## config.mk

```make
export PLATFORM = sky130hd
export DESIGN_NAME = dfc_core
export DESIGN_NICKNAME = d
export VERILOG_FILES = /design/src/include/dfc_pkg.sv /design/src/dfc_core.sv
export SDC_FILE = /design/constraint.sdc
export NUM_CORES = 2
export LEC_CHECK = 0
export ABC_CLOCK_PERIOD_IN_PS = 15700
export BUFFER_PORTS_ARGS = -buffer_cell sky130_fd_sc_hd__buf_4
export CAP_MARGIN = 40
export CORE_ASPECT_RATIO = 0.9
export CORE_MARGIN = 2
export CORE_UTILIZATION = 40
export DETAILED_ROUTE_END_ITERATION = 8
export GPL_ROUTABILITY_DRIVEN = 0
export HOLD_SLACK_MARGIN = 0.06
export PLACE_DENSITY = 0.57
export SYNTH_ARGS = -nofsm -noshare
export SYNTH_HDL_FRONTEND = slang
export SYNTH_SLANG_ARGS = --single-unit
```

## constraint.sdc

```tcl
create_clock -name CLK_I -period 15.7 [get_ports CLK_I]
set_input_delay 0.785 -clock CLK_I [delete_from_list [all_inputs] [get_ports CLK_I]]
set_output_delay 0.785 -clock CLK_I [all_outputs]
set_load 0.005 [all_outputs]
```

## src/include/dfc_pkg.sv

```systemverilog
// constants, types and register map of the dma flow-control and tcb check block
package dfc_pkg;
  localparam int NCH = 14;
  localparam logic [7:0] OFS_FLOW = 8'h00;
  localparam logic [7:0] OFS_SET = 8'h04;
  localparam logic [7:0] OFS_CLR = 8'h08;
  localparam logic [7:0] OFS_CTRL = 8'h0C;
  localparam logic [7:0] OFS_IDX = 8'h10;
  localparam logic [7:0] OFS_XW = 8'h14;
  localparam logic [7:0] OFS_YW = 8'h18;
  localparam logic [7:0] OFS_COMMIT = 8'h1C;
  localparam logic [7:0] OFS_ERR = 8'h20;
  localparam logic [7:0] OFS_ACT = 8'h24;
  localparam logic [7:0] OFS_SYS = 8'h28;
  localparam logic [31:0] FLOW_RST = 32'h0000_0000;
  // staging control word fields
  localparam int CW_KIND_LSB = 0;
  localparam int CW_SIZE_LSB = 3;
  localparam int CW_GATE_BIT = 5;
  localparam int CW_2D_BIT = 6;
  localparam int CW_CH_LSB = 8;
  localparam int CW_SIDE_BIT = 12;
  // address windows, plain defaults
  localparam logic [31:0] LINK_TX_BASE = 32'h0018_0000;
  localparam logic [31:0] LINK_TX_MASK = 32'hFFFF_FFF0;
  localparam logic [31:0] INT_REG_BASE = 32'h0018_0000;
  localparam logic [3:0] FIRST_LINK_TX = 4'h4;
  localparam logic [3:0] FIRST_LINK_RX = 4'h8;
  localparam logic [3:0] FIRST_SLAVE_WR = 4'hC;

  typedef enum logic [2:0] {
    K_OFF = 3'b000, K_LINK = 3'b001, K_INT = 3'b010, K_RSV3 = 3'b011,
    K_EXT = 3'b100, K_FLY = 3'b101, K_BOOT = 3'b110, K_RSV7 = 3'b111
  } dfc_kind_e;

  typedef enum logic [1:0] {
    SZ_RSV = 2'b00, SZ_NORM = 2'b01, SZ_LONG = 2'b10, SZ_QUAD = 2'b11
  } dfc_size_e;

  typedef struct packed {
    dfc_kind_e kind;
    dfc_size_e size;
    logic gate;
    logic two_d;
    logic [31:0] index;
    logic [15:0] x_count;
    logic [15:0] x_stride;
    logic [15:0] y_count;
    logic [15:0] y_stride;
  } dfc_tcb_s;

  typedef struct packed {
    logic hsel;
    logic [1:0] htrans;
    logic [31:0] haddr;
    logic hwrite;
    logic [2:0] hsize;
  } dfc_ahb_req_s;

  typedef struct packed {
    logic hreadyout;
    logic hresp;
    logic [31:0] hrdata;
  } dfc_ahb_rsp_s;
endpackage : dfc_pkg

```

## src/dfc_core.sv

```systemverilog
// dma flow-control register, tcb configuration checks and channel request logic
// Notes on behaviour
// - a set flow bit stops new requests of its channel; clearing resumes them
// - flow register is all zeros after reset
// - set alias ORs the written word into the flow register
// - clear alias ANDs the written word into the flow register
// - active link channel requests at once when its buffer allows
// - one rx and tx channel per link; fixed priority, any rx over any tx, link 3 highest within each
// - an external-port channel with its gate bit set handshakes on its own request pin; ungated it requests at once
// - master write to slave register 0 or 1 requests channel 12 or 13
// - write to uninitialised slave-write channel is dropped and flagged
// - kind codes: 0 off, 1 link, 2 int, 4 ext, 5 flyby, 6 boot
// - size codes: 1 normal, 2 long, 3 quad, 0 reserved
// - illegal configuration sets the channel's error status
//
// Added by the designer: the AHB-Lite register port and the address map.
`timescale 1ns/10ps
module dfc_core (
  input wire logic CLK_I,
  input wire logic NRST_I,
  input wire dfc_pkg::dfc_ahb_req_s AHB_REQ_I,
  input wire logic HREADY_I,
  input wire logic [31:0] HWDATA_I,
  output dfc_pkg::dfc_ahb_rsp_s AHB_RSP_O,
  input wire logic [3:0] LINK_TXE_I,
  input wire logic [3:0] LINK_RXNE_I,
  input wire logic [3:0] EP_REQUEST_PIN_I,
  input wire logic [1:0] SLAVE_WR_I,
  output logic [7:0] LINK_REQ_O,
  output logic [3:0] LINK_SEL_O,
  output logic [3:0] EP_REQ_O,
  output logic [1:0] SW_REQ_O,
  output logic [31:0] FLOW_SUSPEND_O,
  output logic [13:0] CH_ACTIVE_O
);
  import dfc_pkg::*;

  logic [31:0] flow_r;
  dfc_tcb_s stage_r;
  logic [3:0] tch_r;
  logic tside_r;
  logic wr_pend_r;
  logic [7:0] waddr_r;
  logic [NCH-1:0] err_r;
  logic [NCH-1:0] act_w;
  logic [1:0] sys_r;
  dfc_kind_e kind_r [NCH][2];
  dfc_size_e ep_size_r [4][2];
  logic ep_gate_r [4][2];
  logic [31:0] ep_tot_r [4][2];
  logic [13:0] sync1_r;
  logic [13:0] sync2_r;
  logic [1:0] sw_d_r;
  logic [1:0] sw_pend_r;
  logic [31:0] rd_mux;
  logic [31:0] ctrl_rd;
  logic chk_err;
  logic [31:0] tot;
  logic addr_ok;
  logic do_commit;
  logic ep;
  logic [1:0] ech;
  logic [1:0] sw_pulse;
  logic [1:0] sw_issue;
  logic [7:0] link_req_nxt;
  logic [3:0] link_sel_nxt;
  logic [3:0] ep_req_nxt;
  logic [NCH-1:0] err_clr;

  function automatic logic pair_ok(input dfc_kind_e src, input dfc_kind_e dst);
    logic ok;
    ok = 1'b0;
    case (src)
      K_OFF: ok = 1'b1;
      K_INT: ok = (dst == K_EXT) || (dst == K_BOOT);
      K_EXT: ok = (dst == K_INT) || (dst == K_FLY);
      K_FLY: ok = (dst == K_EXT);
      K_BOOT: ok = (dst == K_INT);
      default: ok = 1'b0;
    endcase
    return ok || (dst == K_OFF);
  endfunction : pair_ok

  // ahb-lite slave, zero wait states
  assign addr_ok = AHB_REQ_I.hsel & AHB_REQ_I.htrans[1] & HREADY_I;
  assign do_commit = wr_pend_r && (waddr_r == OFS_COMMIT) && (tch_r < 4'(NCH));
  assign ep = (tch_r < FIRST_LINK_TX);
  assign ech = tch_r[1:0];

  always_comb begin
    ctrl_rd = 32'h0000_0000;
    ctrl_rd[CW_KIND_LSB +: 3] = stage_r.kind;
    ctrl_rd[CW_SIZE_LSB +: 2] = stage_r.size;
    ctrl_rd[CW_GATE_BIT] = stage_r.gate;
    ctrl_rd[CW_2D_BIT] = stage_r.two_d;
    ctrl_rd[CW_CH_LSB +: 4] = tch_r;
    ctrl_rd[CW_SIDE_BIT] = tside_r;
    case (AHB_REQ_I.haddr[7:0])
      OFS_FLOW: rd_mux = flow_r;
      OFS_CTRL: rd_mux = ctrl_rd;
      OFS_IDX: rd_mux = stage_r.index;
      OFS_XW: rd_mux = {stage_r.x_stride, stage_r.x_count};
      OFS_YW: rd_mux = {stage_r.y_stride, stage_r.y_count};
      OFS_ERR: rd_mux = {18'h0_0000, err_r};
      OFS_ACT: rd_mux = {18'h0_0000, act_w};
      OFS_SYS: rd_mux = {30'h0000_0000, sys_r};
      default: rd_mux = 32'h0000_0000;
    endcase
  end

  always_ff @(posedge CLK_I or negedge NRST_I) begin
    if (!NRST_I) begin
      wr_pend_r <= 1'b0;
      waddr_r <= 8'h00;
      AHB_RSP_O <= '{hreadyout: 1'b1, hresp: 1'b0, hrdata: 32'h0000_0000};
    end else begin
      wr_pend_r <= addr_ok & AHB_REQ_I.hwrite;
      waddr_r <= AHB_REQ_I.haddr[7:0];
      AHB_RSP_O.hreadyout <= 1'b1;
      AHB_RSP_O.hresp <= 1'b0;
      if (addr_ok && !AHB_REQ_I.hwrite) begin
        AHB_RSP_O.hrdata <= rd_mux;
      end
    end
  end

  // flow-control register and its aliases
  always_ff @(posedge CLK_I or negedge NRST_I) begin
    if (!NRST_I) begin
      flow_r <= FLOW_RST;
    end else if (wr_pend_r) begin
      case (waddr_r)
        OFS_FLOW: flow_r <= HWDATA_I;
        OFS_SET: flow_r <= flow_r | HWDATA_I;
        OFS_CLR: flow_r <= flow_r & HWDATA_I;
        default: flow_r <= flow_r;
      endcase
    end
  end
  assign FLOW_SUSPEND_O = flow_r;

  // tcb staging registers
  always_ff @(posedge CLK_I or negedge NRST_I) begin
    if (!NRST_I) begin
      stage_r <= '0;
      tch_r <= 4'h0;
      tside_r <= 1'b0;
    end else if (wr_pend_r) begin
      case (waddr_r)
        OFS_CTRL: begin
          stage_r.kind <= dfc_kind_e'(HWDATA_I[CW_KIND_LSB +: 3]);
          stage_r.size <= dfc_size_e'(HWDATA_I[CW_SIZE_LSB +: 2]);
          stage_r.gate <= HWDATA_I[CW_GATE_BIT];
          stage_r.two_d <= HWDATA_I[CW_2D_BIT];
          tch_r <= HWDATA_I[CW_CH_LSB +: 4];
          tside_r <= HWDATA_I[CW_SIDE_BIT];
        end
        OFS_IDX: stage_r.index <= HWDATA_I;
        OFS_XW: {stage_r.x_stride, stage_r.x_count} <= HWDATA_I;
        OFS_YW: {stage_r.y_stride, stage_r.y_count} <= HWDATA_I;
        default: stage_r <= stage_r;
      endcase
    end
  end

  // configuration check of the staged block
  always_comb begin
    chk_err = 1'b0;
    tot = stage_r.two_d ? 32'(stage_r.x_count) * 32'(stage_r.y_count) : {16'h0000, stage_r.x_count};
    if (stage_r.kind == K_RSV3 || stage_r.kind == K_RSV7 || stage_r.size == SZ_RSV) chk_err = 1'b1;
    if (stage_r.kind != K_OFF) begin
      if (stage_r.x_count == 16'h0000) chk_err = 1'b1;
      if (stage_r.two_d && stage_r.y_count <= 16'h0001) chk_err = 1'b1;
      if (stage_r.size == SZ_LONG && (stage_r.index[0] | stage_r.x_stride[0] | stage_r.x_count[0]
          | (stage_r.two_d & stage_r.y_stride[0]))) chk_err = 1'b1;
      if ((stage_r.size == SZ_QUAD || stage_r.kind == K_BOOT) && ((|stage_r.index[1:0])
          | (|stage_r.x_stride[1:0]) | (|stage_r.x_count[1:0])
          | (stage_r.two_d & (|stage_r.y_stride[1:0])))) chk_err = 1'b1;
      case (stage_r.kind)
        K_LINK: if ((stage_r.index & LINK_TX_MASK) != LINK_TX_BASE) chk_err = 1'b1;
        K_INT: if (stage_r.index >= INT_REG_BASE) chk_err = 1'b1;
        K_EXT: if (stage_r.index[31:22] == 10'h000) chk_err = 1'b1;
        default: chk_err = chk_err;
      endcase
      if (tch_r >= FIRST_LINK_TX && tch_r < FIRST_SLAVE_WR && stage_r.size != SZ_QUAD) chk_err = 1'b1;
      if (tch_r >= FIRST_LINK_TX && tch_r < FIRST_LINK_RX && stage_r.kind != K_INT && stage_r.kind != K_EXT)
        chk_err = 1'b1;
      if (tch_r >= FIRST_LINK_RX && tch_r < FIRST_SLAVE_WR && stage_r.kind != K_LINK
          && stage_r.kind != K_INT && stage_r.kind != K_EXT) chk_err = 1'b1;
      if (tch_r >= FIRST_SLAVE_WR && (stage_r.kind != K_INT || !stage_r.gate)) chk_err = 1'b1;
      if (ep && stage_r.kind == K_BOOT && stage_r.size != SZ_NORM) chk_err = 1'b1;
      if (ep && kind_r[ech][~tside_r] != K_OFF) begin
        if (ep_size_r[ech][~tside_r] != stage_r.size || ep_gate_r[ech][~tside_r] != stage_r.gate
            || ep_tot_r[ech][~tside_r] != tot) chk_err = 1'b1;
        if (tside_r ? !pair_ok(kind_r[ech][0], stage_r.kind) : !pair_ok(stage_r.kind, kind_r[ech][1]))
          chk_err = 1'b1;
      end
    end
  end

  // committed channel state
  always_ff @(posedge CLK_I or negedge NRST_I) begin
    if (!NRST_I) begin
      for (int c = 0; c < NCH; c++) begin
        kind_r[c][0] <= K_OFF;
        kind_r[c][1] <= K_OFF;
      end
      for (int c = 0; c < 4; c++) begin
        for (int s = 0; s < 2; s++) begin
          ep_size_r[c][s] <= SZ_RSV;
          ep_gate_r[c][s] <= 1'b0;
          ep_tot_r[c][s] <= 32'h0000_0000;
        end
      end
    end else if (do_commit) begin
      kind_r[tch_r][ep & tside_r] <= chk_err ? K_OFF : stage_r.kind;
      if (ep && !chk_err) begin
        ep_size_r[ech][tside_r] <= stage_r.size;
        ep_gate_r[ech][tside_r] <= stage_r.gate & (stage_r.kind != K_OFF);
        ep_tot_r[ech][tside_r] <= tot;
      end
    end
  end

  for (genvar c = 0; c < NCH; c++) begin : g_act
    assign act_w[c] = (kind_r[c][0] != K_OFF) || (kind_r[c][1] != K_OFF);
    assign err_clr[c] = (wr_pend_r && waddr_r == OFS_ERR && HWDATA_I[c])
                        || (do_commit && !chk_err && tch_r == 4'(c));
  end

  // sticky error status, set wins over clear
  always_ff @(posedge CLK_I or negedge NRST_I) begin
    if (!NRST_I) begin
      err_r <= '0;
    end else begin
      for (int c = 0; c < NCH; c++) begin
        err_r[c] <= (err_r[c] & ~err_clr[c]) | (do_commit && chk_err && tch_r == 4'(c));
      end
    end
  end

  // pin synchronisers
  always_ff @(posedge CLK_I or negedge NRST_I) begin
    if (!NRST_I) begin
      sync1_r <= 14'h0000;
      sync2_r <= 14'h0000;
      sw_d_r <= 2'b00;
    end else begin
      sync1_r <= {SLAVE_WR_I, EP_REQUEST_PIN_I, LINK_RXNE_I, LINK_TXE_I};
      sync2_r <= sync1_r;
      sw_d_r <= sync2_r[13:12];
    end
  end
  assign sw_pulse = sync2_r[13:12] & ~sw_d_r;
  assign sw_issue = sw_pend_r & ~flow_r[13:12];

  // request generation
  always_comb begin
    link_sel_nxt = 4'h0;
    for (int l = 0; l < 4; l++) begin
      link_req_nxt[l] = act_w[4 + l] & sync2_r[l] & ~flow_r[4 + l];
      link_req_nxt[4 + l] = act_w[8 + l] & sync2_r[4 + l] & ~flow_r[8 + l];
      ep_req_nxt[l] = act_w[l] & ~flow_r[l] & (~(ep_gate_r[l][0] | ep_gate_r[l][1]) | sync2_r[8 + l]);
    end
    // receive over transmit, higher link first
    for (int l = 0; l < 4; l++) begin
      if (link_req_nxt[l]) link_sel_nxt = {2'b10, 2'(l)};
    end
    for (int l = 0; l < 4; l++) begin
      if (link_req_nxt[4 + l]) link_sel_nxt = {2'b11, 2'(l)};
    end
  end

  always_ff @(posedge CLK_I or negedge NRST_I) begin
    if (!NRST_I) begin
      LINK_REQ_O <= 8'h00;
      LINK_SEL_O <= 4'h0;
      EP_REQ_O <= 4'h0;
      CH_ACTIVE_O <= 14'h0000;
    end else begin
      LINK_REQ_O <= link_req_nxt;
      LINK_SEL_O <= link_sel_nxt;
      EP_REQ_O <= ep_req_nxt;
      CH_ACTIVE_O <= act_w;
    end
  end

  // slave-write requests and discard flags
  always_ff @(posedge CLK_I or negedge NRST_I) begin
    if (!NRST_I) begin
      sw_pend_r <= 2'b00;
      SW_REQ_O <= 2'b00;
      sys_r <= 2'b00;
    end else begin
      sw_pend_r <= (sw_pend_r & ~sw_issue) | (sw_pulse & act_w[13:12]);
      SW_REQ_O <= sw_issue;
      // discard flag, set wins over clear
      sys_r <= (sys_r & ~((wr_pend_r && waddr_r == OFS_SYS) ? HWDATA_I[1:0] : 2'b00))
               | (sw_pulse & ~act_w[13:12]);
    end
  end

  // checks
  logic seen_r;
  always_ff @(posedge CLK_I or negedge NRST_I) begin
    if (!NRST_I) seen_r <= 1'b0;
    else seen_r <= 1'b1;
  end
endmodule : dfc_core

```

==> results.sh <==
export IMPL_cts_root_buf="clkbuf_16"
export IMPL_synth_area_um2=37400
export IMPL_dr_pass1_iters=5
export IMPL_hold_buffers=0
export IMPL_cp_top_family="adder cells"
export IMPL_crit_buf_inv=2
export IMPL_worst_path_max_delay_cell="dfrtp_1"
export IMPL_cp_cell_sequence="nand2_1 -> fa_1 -> fa_1 -> fa_1 -> fa_1 -> fa_1 -> fa_1 -> inv_1 -> ha_1 -> a21o_1 -> a31oi_1 -> a21boi_1 -> a21oi_1 -> xnor2_1 -> nor3_1 -> a2111o_1 -> nor4_1 -> and4_1 -> o211a_2 -> buf_4 -> mux2_1"
export IMPL_grt_overflow_total=0
export IMPL_drv_slew=0
export IMPL_startpoint_type="register"
export IMPL_wl_um=106000
export IMPL_vias=25900
export IMPL_power_density_nw_per_um2=84.3
export IMPL_drtIter0Drc=2069
export IMPL_wl_met3_um=6500
export IMPL_initial_core_util=0.403
export IMPL_rsz0062_at_grt="false"
export IMPL_postSynthCellCount=3304
export IMPL_cts_tree="built"
export IMPL_dr_max_layer_used="met4"
export IMPL_die_w_um=326
export IMPL_worst_pin_slew_ns=0.940
export IMPL_slew_headroom=0.373
export IMPL_via_per_inst=5.54
export IMPL_crit_type="reg2reg"
export IMPL_p_leak_nw=19.7
export IMPL_antenna_left=0
export IMPL_num_rows=106
export IMPL_clockBufferDepth=3
export IMPL_cap_violations=0
export IMPL_period_share=0.646
export IMPL_clock_sinks=625
export IMPL_die_area_um2=96000
export IMPL_hp_class="in2async"
export IMPL_area_growth_pct=13.3
export IMPL_post_cts_buffers=0
export IMPL_slowest_delay_ns=0.93
export IMPL_synth_main_ff_cell="dfrtp_1"
export IMPL_synth_warnings=0
export IMPL_crit_top_cell="fa_1"
export IMPL_clkTransAtPathRegs_ns=0.06
export IMPL_drc_errors=0
export IMPL_htreeDepth=3
export IMPL_synth_fp_nets=3695
export IMPL_tns_ns=0
export IMPL_finalSetupViolations=0
export IMPL_wl_per_cell_um=22.5
export IMPL_hold_viol=0
export IMPL_ys_ff_latch=625
export IMPL_pin_count=186
export IMPL_coreArea_um2=92700
export IMPL_grt_max_degree=114
export IMPL_first_global_vias=26500
export IMPL_post_cts_resized=0
export IMPL_cp_arrival_ns=10.63
export IMPL_drive_above_1_share=0.206
export IMPL_crit_path_end_kind="register"
export IMPL_period_minus_slack_ns=10.15
export IMPL_synth_enable_flop_cells=0
export IMPL_nNetsFinal=3778
export IMPL_track_usage=0.221
export IMPL_cp_max_fo=31
export IMPL_portBuffers=155
export IMPL_grt_pass1_wl_um=164000
export IMPL_totalPowerFinal_mw=3.57
export IMPL_grt_antenna_before_repair=1
export IMPL_fmax_ghz=0.0986
export IMPL_required_ns=16.19
export IMPL_wl_met2_um=48100
export IMPL_fp_dieH_um=294
export IMPL_irDropWorstVdd_v=0.0000900
export IMPL_clkLatencyLatePin_ns=0.64
export IMPL_cts_buffers=72
export IMPL_syn_mean_instance_area_um2=11.3
export IMPL_yosysSeqAreaShare=0.418
export IMPL_met1Wirelength_um=49000
export IMPL_finClkSkew_ns=0.0330
export IMPL_status="completed"
export IMPL_async_reset_ff_frac=1.00
export IMPL_hpwl_um=71200
export IMPL_diodes=0
export IMPL_synthDistinctLibCells=86
## flip-flops by register name (all words and copies together) (netlist names), 16 cells and up
signal          count
ep_tot_r          256
ep_size_r          16
FLOW_SUSPEND_O     32
stage_r            96
AHB_RSP_O          32
kind_r             84
## worst reg2reg max path, cell delays in order (launching register included)
cell      delay [ns]
dfrtp_1         0.93
nand2_1         0.19
fa_1            0.55
fa_1            0.58
fa_1            0.47
fa_1            0.58
fa_1            0.46
fa_1            0.50
inv_1           0.04
ha_1            0.39
a21o_1          0.25
a31oi_1         0.15
a21boi_1        0.51
a21oi_1         0.33
xnor2_1         0.50
nor3_1          0.15
a2111o_1        0.41
nor4_1          0.75
and4_1          0.90
o211a_2         0.44
buf_4           0.52
mux2_1          0.41
## final cells by class
cell class,count,area (um2)
Inverter,216,811
Timing Repair Buffer,225,1980
Sequential cell,625,15700
Clock buffer,102,2080
Fill cell,8614,50300
Multi-Input combinational cell,2247,19900
Tap cell,1242,1550
Clock inverter,30,392
## per-layer routing
layer,GRT usage,up-vias
li1,-,11700
met1,0.326,13400
met5,0,-
met2,0.343,759
met3,0.0351,134
met4,0.0488,0
## where the power goes
part,leakage [nW],switching [mW],internal (mW)
clock network,1.22,0.715,1.02
logic,10.1,0.118,0.0620
registers,8.38,0.0288,1.63
## cells in the final DEF, fill, tap and decap left out, drive strengths merged, types with 7 or more instances in the layout
cell type | synthesis | routed
or3 | 10 | 10
nand4 | 24 | 24
a21oi | 83 | 83
o21a | 8 | 8
a221oi | 23 | 23
fa | 194 | 194
buf | 73 | 224
inv | 215 | 218
a22oi | 46 | 46
mux4 | 50 | 50
nand2 | 369 | 369
xnor2 | 24 | 24
nor2 | 163 | 163
ha | 109 | 109
o21ai | 147 | 147
o211ai | 14 | 14
nand3 | 85 | 85
clkinv | 1 | 22
a211oi | 23 | 23
a31oi | 8 | 8
a22o | 31 | 31
nor3b | 12 | 12
a21o | 15 | 15
clkbuf | 143 | 102
dfrtp | 625 | 625
o22ai | 10 | 10
mux2 | 390 | 390
or4 | 8 | 8
nor2b | 14 | 14
a222oi | 10 | 10
xor2 | 16 | 16
nor4 | 34 | 34
and2 | 124 | 124
nor3 | 30 | 30
and3b | 7 | 7
mux2i | 60 | 60
## final timing paths
check                                   startpoint                         to  slack (ns)  cells past startpoint
max                        stage_r[60]$_DFFE_PN0P_   ep_tot_r[15]$_DFFE_PN0P_        5.55                     21
min                                         NRST_I   ep_tot_r[33]$_DFFE_PN0P_        0.26                      1
max reg2reg                stage_r[60]$_DFFE_PN0P_   ep_tot_r[15]$_DFFE_PN0P_        5.55                     21
min reg2reg                  sync1_r[12]$_DFF_PN0_      sync2_r[12]$_DFF_PN0_        0.34                      0
max in group asynchronous                   NRST_I  AHB_RSP_O[20]$_DFFE_PN0P_       13.08                      6
min in group CLK_I             EP_REQUEST_PIN_I[2]      sync1_r[10]$_DFF_PN0_        0.26                      1
## stage by stage
stage                     cell area (um2)  cells   util  setup WS, ns  hold WS, ns
after floorplan                     37400   3304      -          8.09        0.331
after CTS                           42400   4687  0.457          5.81        0.230
after detailed placement            39900   4555  0.430          5.87        0.335
after global placement              39400   4534  0.426          5.87        0.332
after global routing                42400   4687  0.457          5.29        0.235
final                               42400   4687  0.457          5.55        0.255
## Yosys cell counts, types with 85 or more instances
cell | number | area share
mux2_1 | 116 | 0.035
nand3_1 | 85 | 0.011
ha_1 | 109 | 0.036
mux2_2 | 162 | 0.049
dfrtp_1 | 625 | 0.42
inv_1 | 214 | 0.021
and2_1 | 124 | 0.021
nor2_1 | 162 | 0.016
nand2_1 | 369 | 0.037
clkbuf_1 | 142 | 0.014
o21ai_0 | 145 | 0.019
fa_1 | 194 | 0.10
mux2_4 | 112 | 0.045
## cells by family after synthesis
| kind of cell | after synthesis | synth area share |
|---|---|---|
| multiplexers | 500 | 0.175 |
| flip-flops | 625 | 0.418 |
| XOR/XNOR | 40 | 0.00937 |
| adder cells (fa/ha/maj) | 303 | 0.140 |
| AND/OR/NAND/NOR | 916 | 0.117 |
| AO/OA/AOI/OAI | 486 | 0.0891 |
| other | 2 | 0.000201 |
| buffers and inverters | 432 | 0.0511 |
Note: power is estimated with default switching activity, not from simulation.
